### src/pkg/mrc_pkg.sv
// Constants for the mixing routing and clock set-up register block
package mrc_pkg;
  localparam logic [7:0] MRC_ADDR_MODE = 8'h21;
  localparam logic [7:0] MRC_ADDR_LINEOUT = 8'h22;
  localparam logic [7:0] MRC_ADDR_HEADPHONE = 8'h23;
  localparam logic [7:0] MRC_ADDR_SPEAKER = 8'h24;
  localparam logic [7:0] MRC_RESET_VALUE = 8'h00;
  localparam logic [7:0] MRC_MASK_MODE = 8'h33;
  localparam logic [7:0] MRC_MASK_SWITCH = 8'h0f;
  localparam int MRC_BIT_RCV = 0;
  localparam int MRC_BIT_AIN = 1;
  localparam int MRC_BIT_MICL = 4;
  localparam int MRC_BIT_MICR = 5;
  localparam int MRC_BIT_L2 = 0;
  localparam int MRC_BIT_R2 = 1;
  localparam int MRC_BIT_L3 = 2;
  localparam int MRC_BIT_R3 = 3;
  localparam logic [15:0] MRC_SIGN_FLIP = 16'h8000;
  localparam int MRC_CLK_KHZ = 40000;
  localparam int MRC_LOCK_MASTER_MS = 40;
  localparam int MRC_LOCK_FRAME_MS = 160;
  localparam int MRC_LOCK_BIT_MS = 2;
  localparam int MRC_LOCK_MASTER_CYC = MRC_LOCK_MASTER_MS * MRC_CLK_KHZ;
  localparam int MRC_LOCK_FRAME_CYC = MRC_LOCK_FRAME_MS * MRC_CLK_KHZ;
  localparam int MRC_LOCK_BIT_CYC = MRC_LOCK_BIT_MS * MRC_CLK_KHZ;
  localparam int MRC_CNT_W = 24;
endpackage

### src/verilog/mrc_lock_timer.sv
// Down counter that models the settling time of the clock multiplier
`timescale 1ns/1ps
module mrc_lock_timer #(
  parameter int CNT_W = mrc_pkg::MRC_CNT_W
) (
  input wire logic clk,
  input wire logic sys_rst,
  input wire logic start,
  input wire logic run,
  input wire logic [CNT_W-1:0] load_value,
  output logic done
);
  logic [CNT_W-1:0] count_reg;
  logic [CNT_W-1:0] count_next;
  logic done_reg;
  logic done_next;

  always_comb
  begin
    count_next = count_reg;
    done_next = done_reg;
    if (start)
    begin
      count_next = load_value;
      done_next = 1'b0;
    end
    else if (run && !done_reg)
    begin
      // Pauses while the reference is missing rather than restarting
      if (count_reg <= {{(CNT_W-1){1'b0}}, 1'b1})
        done_next = 1'b1;
      else
        count_next = count_reg - {{(CNT_W-1){1'b0}}, 1'b1};
    end
  end

  always_ff @(posedge clk or posedge sys_rst)
  begin
    if (sys_rst)
    begin
      count_reg <= '0;
      done_reg <= 1'b0;
    end
    else
    begin
      count_reg <= count_next;
      done_reg <= done_next;
    end
  end

  assign done = done_reg;
endmodule // mrc_lock_timer

### src/verilog/mrc_top.sv
// Mixing routing registers, clock-mode control and sample conversion
//
// Behaviour
// - Receiver bit routes line or receiver output
// - Mixing select mono or stereo; stereo bars PLL
// - Gain-amp route picks third line or amp
// - Four line-out mixing switches, off by default
// - Four headphone mixing switches, off by default
// - Four speaker mixing switches, off by default
// - Samples are two's complement full scale
// - Master-mode lock within 40ms after power
// - Frame and bit clocks driven in master mode only: at once in external mode, after lock in PLL mode
// - Master-clock output invalid until locked
// - Slave lock 160ms frame, 2ms bit reference
// - PLL power bit selects external or PLL mode
`timescale 1ns/1ps
module mrc_top #(
  parameter int LOCK_MASTER_CYC = mrc_pkg::MRC_LOCK_MASTER_CYC,
  parameter int LOCK_FRAME_CYC = mrc_pkg::MRC_LOCK_FRAME_CYC,
  parameter int LOCK_BIT_CYC = mrc_pkg::MRC_LOCK_BIT_CYC
) (
  input wire logic clk,
  input wire logic sys_rst,
  input wire logic power_down_reset_n,
  input wire logic reg_wr_en,
  input wire logic reg_rd_en,
  input wire logic [7:0] reg_addr,
  input wire logic [7:0] reg_wdata,
  output logic [7:0] reg_rdata,
  input wire logic pll_power,
  input wire logic master_mode,
  input wire logic pll_ref_is_frame,
  input wire logic ref_clock_present,
  input wire logic master_clock_out_enable,
  input wire logic [15:0] sample_in,
  input wire logic sample_valid,
  output logic receiver_output_select,
  output logic stereo_mix_input_select,
  output logic left_gain_amp_route,
  output logic right_gain_amp_route,
  output logic [3:0] lineout_switches,
  output logic [3:0] headphone_switches,
  output logic [3:0] speaker_switches,
  output logic pll_enable,
  output logic pll_locked,
  output logic link_clocks_drive,
  output logic master_clock_out_drive,
  output logic master_clock_out_valid,
  output logic [15:0] dac_level
);
  typedef enum logic [1:0] {MRC_PLL_OFF, MRC_PLL_LOCKING, MRC_PLL_LOCKED} mrc_pll_state_t;

  logic [7:0] mode_reg;
  logic [7:0] mode_next;
  logic [7:0] lineout_reg;
  logic [7:0] lineout_next;
  logic [7:0] headphone_reg;
  logic [7:0] headphone_next;
  logic [7:0] speaker_reg;
  logic [7:0] speaker_next;
  logic [7:0] rdata_reg;
  logic [7:0] rdata_next;
  mrc_pll_state_t pll_state_reg;
  mrc_pll_state_t pll_state_next;
  logic pll_on_reg;
  logic pll_on_next;
  logic drive_reg;
  logic drive_next;
  logic mck_drive_reg;
  logic mck_drive_next;
  logic mck_valid_reg;
  logic mck_valid_next;
  logic locked_reg;
  logic locked_next;
  logic [15:0] level_reg;
  logic [15:0] level_next;
  logic pll_request;
  logic timer_start;
  logic timer_done;
  logic [mrc_pkg::MRC_CNT_W-1:0] lock_load;

  // Register file; power-down pin clears like reset
  always_comb
  begin
    mode_next = mode_reg;
    lineout_next = lineout_reg;
    headphone_next = headphone_reg;
    speaker_next = speaker_reg;
    rdata_next = rdata_reg;
    if (!power_down_reset_n)
    begin
      mode_next = mrc_pkg::MRC_RESET_VALUE;
      lineout_next = mrc_pkg::MRC_RESET_VALUE;
      headphone_next = mrc_pkg::MRC_RESET_VALUE;
      speaker_next = mrc_pkg::MRC_RESET_VALUE;
      rdata_next = 8'h00;
    end
    else
    begin
      if (reg_wr_en)
      begin
        case (reg_addr)
          mrc_pkg::MRC_ADDR_MODE: mode_next = reg_wdata & mrc_pkg::MRC_MASK_MODE;
          mrc_pkg::MRC_ADDR_LINEOUT: lineout_next = reg_wdata & mrc_pkg::MRC_MASK_SWITCH;
          mrc_pkg::MRC_ADDR_HEADPHONE: headphone_next = reg_wdata & mrc_pkg::MRC_MASK_SWITCH;
          mrc_pkg::MRC_ADDR_SPEAKER: speaker_next = reg_wdata & mrc_pkg::MRC_MASK_SWITCH;
          default: ;
        endcase
      end
      if (reg_rd_en)
      begin
        case (reg_addr)
          mrc_pkg::MRC_ADDR_MODE: rdata_next = mode_reg;
          mrc_pkg::MRC_ADDR_LINEOUT: rdata_next = lineout_reg;
          mrc_pkg::MRC_ADDR_HEADPHONE: rdata_next = headphone_reg;
          mrc_pkg::MRC_ADDR_SPEAKER: rdata_next = speaker_reg;
          default: rdata_next = 8'h00;
        endcase
      end
    end
  end

  always_ff @(posedge clk or posedge sys_rst)
  begin
    if (sys_rst)
    begin
      mode_reg <= mrc_pkg::MRC_RESET_VALUE;
      lineout_reg <= mrc_pkg::MRC_RESET_VALUE;
      headphone_reg <= mrc_pkg::MRC_RESET_VALUE;
      speaker_reg <= mrc_pkg::MRC_RESET_VALUE;
      rdata_reg <= 8'h00;
    end
    else
    begin
      mode_reg <= mode_next;
      lineout_reg <= lineout_next;
      headphone_reg <= headphone_next;
      speaker_reg <= speaker_next;
      rdata_reg <= rdata_next;
    end
  end

  // Stereo mixing input shares the loop filter pin, so PLL stays off
  assign pll_request = pll_power && !mode_reg[mrc_pkg::MRC_BIT_AIN];

  always_comb
  begin
    if (master_mode)
      lock_load = mrc_pkg::MRC_CNT_W'(LOCK_MASTER_CYC);
    else if (pll_ref_is_frame)
      lock_load = mrc_pkg::MRC_CNT_W'(LOCK_FRAME_CYC);
    else
      lock_load = mrc_pkg::MRC_CNT_W'(LOCK_BIT_CYC);
  end

  assign timer_start = (pll_state_reg == MRC_PLL_OFF) && pll_request;

  mrc_lock_timer #(
    .CNT_W(mrc_pkg::MRC_CNT_W)
  ) u_lock_timer (
    .clk(clk),
    .sys_rst(sys_rst),
    .start(timer_start),
    .run(ref_clock_present),
    .load_value(lock_load),
    .done(timer_done)
  );

  // Clock-mode sequencing
  always_comb
  begin
    pll_state_next = pll_state_reg;
    case (pll_state_reg)
      MRC_PLL_OFF:
        if (pll_request)
          pll_state_next = MRC_PLL_LOCKING;
      MRC_PLL_LOCKING:
        if (!pll_request)
          pll_state_next = MRC_PLL_OFF;
        else if (timer_done)
          pll_state_next = MRC_PLL_LOCKED;
      MRC_PLL_LOCKED:
        if (!pll_request)
          pll_state_next = MRC_PLL_OFF;
      default: pll_state_next = MRC_PLL_OFF;
    endcase
    if (!power_down_reset_n)
      pll_state_next = MRC_PLL_OFF;
    pll_on_next = pll_request && power_down_reset_n;
    // External mode drives at once; PLL mode waits for lock
    drive_next = master_mode && power_down_reset_n
      && (pll_request ? (pll_state_next == MRC_PLL_LOCKED) : !pll_power);
    mck_drive_next = master_clock_out_enable && pll_on_next;
    mck_valid_next = mck_drive_next && (pll_state_next == MRC_PLL_LOCKED);
    // Registered so the lock flag leaves the block glitch free
    locked_next = (pll_state_next == MRC_PLL_LOCKED);
    level_next = level_reg;
    if (sample_valid)
      level_next = sample_in ^ mrc_pkg::MRC_SIGN_FLIP;
  end

  always_ff @(posedge clk or posedge sys_rst)
  begin
    if (sys_rst)
    begin
      pll_state_reg <= MRC_PLL_OFF;
      pll_on_reg <= 1'b0;
      drive_reg <= 1'b0;
      mck_drive_reg <= 1'b0;
      mck_valid_reg <= 1'b0;
      locked_reg <= 1'b0;
      level_reg <= mrc_pkg::MRC_SIGN_FLIP;
    end
    else
    begin
      pll_state_reg <= pll_state_next;
      pll_on_reg <= pll_on_next;
      drive_reg <= drive_next;
      mck_drive_reg <= mck_drive_next;
      mck_valid_reg <= mck_valid_next;
      locked_reg <= locked_next;
      level_reg <= level_next;
    end
  end

  assign reg_rdata = rdata_reg;
  assign receiver_output_select = mode_reg[mrc_pkg::MRC_BIT_RCV];
  assign stereo_mix_input_select = mode_reg[mrc_pkg::MRC_BIT_AIN];
  assign left_gain_amp_route = mode_reg[mrc_pkg::MRC_BIT_MICL];
  assign right_gain_amp_route = mode_reg[mrc_pkg::MRC_BIT_MICR];
  assign lineout_switches = lineout_reg[3:0];
  assign headphone_switches = headphone_reg[3:0];
  assign speaker_switches = speaker_reg[3:0];
  assign pll_enable = pll_on_reg;
  assign pll_locked = locked_reg;
  assign link_clocks_drive = drive_reg;
  assign master_clock_out_drive = mck_drive_reg;
  assign master_clock_out_valid = mck_valid_reg;
  assign dac_level = level_reg;
endmodule // mrc_top
### config.mk
export PLATFORM = sky130hd
export DESIGN_NAME = mrc_top
export DESIGN_NICKNAME = d
export VERILOG_FILES = /design/src/pkg/mrc_pkg.sv /design/src/verilog/mrc_lock_timer.sv /design/src/verilog/mrc_top.sv
export SDC_FILE = /design/constraint.sdc
export NUM_CORES = 1
export LEC_CHECK = 0
export ABC_CLOCK_PERIOD_IN_PS = 3010
export BUFFER_PORTS_ARGS = -buffer_cell sky130_fd_sc_hd__buf_2
export CAP_MARGIN = 20
export CORE_MARGIN = 3
export CORE_UTILIZATION = 25
export CTS_BUF_LIST = sky130_fd_sc_hd__clkbuf_8
export DETAILED_ROUTE_END_ITERATION = 16
export GPL_ROUTABILITY_DRIVEN = 0
export PLACE_DENSITY = 0.41
export SYNTH_ARGS = -nofsm -noshare
export SYNTH_HDL_FRONTEND = slang
export SYNTH_SLANG_ARGS = --single-unit
### constraint.sdc
create_clock -name clk -period 3.01 [get_ports clk]
set_clock_uncertainty 0.1 [all_clocks]
set_input_delay 0.301 -clock clk [delete_from_list [all_inputs] [get_ports clk]]
set_output_delay 0.301 -clock clk [all_outputs]
set_load 0.01 [all_outputs]
==> results.sh <==
export IMPL_slowest_stage="or3b_2"
export IMPL_drc=0
export IMPL_synth_main_ff_cell="dfrtp_1"
export IMPL_critPathKind="register to register"
export IMPL_syn_instance_count=322
export IMPL_post_cts_buffers=0
export IMPL_row_count=42
export IMPL_p_per_area_nw_per_um2=563
export IMPL_vdd_drop_max_mv=0.256
export IMPL_yosysSeqAreaShare=0.508
export IMPL_drtAntennaViolNets=0
export IMPL_area_growth_pct=26.0
export IMPL_min_period_ps=2520
export IMPL_ys_ff_latch=70
export IMPL_largest_reg_flops=24
export IMPL_clock_sinks=70
export IMPL_drive_gt1_frac=0.333
export IMPL_cts_buffer_depth=2
export IMPL_root_buffer="clkbuf_8"
export IMPL_critPathMaxFanout=7
export IMPL_syn_area_um2=3450
export IMPL_yosys_warnings=0
export IMPL_cts_tree="built"
export IMPL_setup_viol=0
export IMPL_grt_usage=0.124
export IMPL_totalWireLength_um=9000
export IMPL_end_kind="register"
export IMPL_async_flop_share=1.00
export IMPL_grt_pass1_vias=2789
export IMPL_antenna_found_initial=0
export IMPL_vias=2758
export IMPL_slew_viol_final=0
export IMPL_start_util=0.259
export IMPL_dp_hpwl_um=6620
export IMPL_final_common_cell="buf_2"
export IMPL_slew_headroom=0.513
export IMPL_holdWs_ps=68.6
export IMPL_arrival_ps=2660
export IMPL_wire_per_inst_um=15.2
export IMPL_utilization=0.326
export IMPL_finalHoldViolations=0
export IMPL_mostFrequentLayoutCells="83 x buf_2, 69 x dfrtp_1, 39 x nor2_1"
export IMPL_htree_levels=3
export IMPL_reg2reg_depth=7
export IMPL_insertion_delay_ps=360
export IMPL_cp_cell_sequence="inv_1 -> ha_1 -> or3b_2 -> nor4_4 -> o21ai_2 -> o211a_1 -> or3_1"
export IMPL_ctsResizeCount=0
export IMPL_worstMarginPinSlew_ps=729
export IMPL_cts_buffers=9
export IMPL_port_buffers=83
export IMPL_syn_avg_cell_area_um2=10.7
export IMPL_tns_ps=0
export IMPL_nets=457
export IMPL_rsz0062_at_grt="false"
export IMPL_die_area_um2=15300
export IMPL_grt_max_degree=33
export IMPL_yosysUniqueCellTypes=58
export IMPL_power_leakage_nw=2.02
export IMPL_crit_path_start_kind="register"
export IMPL_clk_pin_slew_ps=70
export IMPL_hold_depth=2
export IMPL_outcome="completed"
export IMPL_maxCapViolCount=0
export IMPL_critPathMaxStageDelay_ps=520
export IMPL_fin_crit_sh=0.838
export IMPL_grt_overflow=0
export IMPL_antenna_cells=0
export IMPL_hold_path_class="input pin to register"
export IMPL_io_pins=88
export IMPL_die_h_um=124
export IMPL_core_area_um2=13300
export IMPL_drt_initial_drc_count=88
export IMPL_die_x_um=124
export IMPL_synth_edff_count=0
export IMPL_max_freq_mhz=397
export IMPL_routed_via_density=4.65
export IMPL_grt_first_pass_wirelength_um=14400
export IMPL_dr_pass1_iters=6
export IMPL_cp_required_ps=3150
export IMPL_holdBufCountCts=2
## Yosys cell counts (all sizes together) (8+ instances only)
cell	number	share of area
nand2	13	0.014
mux2i	14	0.041
a21oi	15	0.022
dfrtp	69	0.50
xor2	9	0.023
mux2	16	0.052
clkbuf	13	0.014
nor3	10	0.014
nor2	39	0.042
inv	8	0.0087
nand3	12	0.017
## metal layers
layer  up-vias  part of all wire  GRT usage
li1       1349                 -          -
met1      1329              0.46      0.156
met2        72              0.46      0.192
met3         8             0.069     0.0544
met4         0            0.0097     0.0353
met5         -                 0          0
## worst max-delay path: cells and delay by family (launching register included)
kind                     cells  cell delay [ps]
AND/OR/NAND/NOR              3             1130
flip-flops                   1              420
adder cells (fa/ha/maj)      1              240
buffers and inverters        1              100
AO/OA/AOI/OAI                2              410
## final timing paths
check / from / endpoint / slack [ps]
setup reg to reg: u_lock_timer.count_reg[0] / u_lock_timer.count_reg[16] / 490
min in group asynchronous: sys_rst / u_lock_timer.count_reg[6] / 510
hold reg to reg: pll_state_reg[1] / pll_state_reg[0] / 400
max in group asynchronous: sys_rst / dac_level[15] / 1490
hold / removal: sample_in[13] / dac_level[13] / 70
setup / recovery: u_lock_timer.count_reg[0] / u_lock_timer.count_reg[16] / 490
## logic make-up after synthesis
group / share of synthesized area
other: 0.00109
adders and majority gates: 0.00725
buffers and inverters: 0.0283
DFF: 0.508
muxes: 0.0928
and+or+nand+nor: 0.215
AOI/OAI and AO/OA: 0.115
xor gates and xnor gates: 0.0330
## through the flow
stage	power [mW]	worst slack, ps	cells	area [µm²]
floorplan	1.41	695	323	3460
global placement	1.55	534	575	4090
detailed placement	1.55	508	575	4090
CTS	2.50	476	593	4350
global route	2.60	322	593	4350
finish	2.45	489	593	4350
## report_power, final
group | internal (mW) | total (mW) | switching [mW]
clock | 0.546 | 0.920 | 0.374
sequential | 1.02 | 1.10 | 0.0850
combinational | 0.185 | 0.426 | 0.240
total | 1.75 | 2.45 | 0.699
## area by class of cell
type,count,area [µm²]
Fill cell,1420,9000
Sequential cell,70,1750
Multi-Input combinational cell,229,1610
Timing Repair Buffer,94,503
Tap cell,176,220
Clock buffer,9,124
Clock inverter,7,113
Inverter,8,30.0
Note: power is estimated with default switching activity, not from simulation.
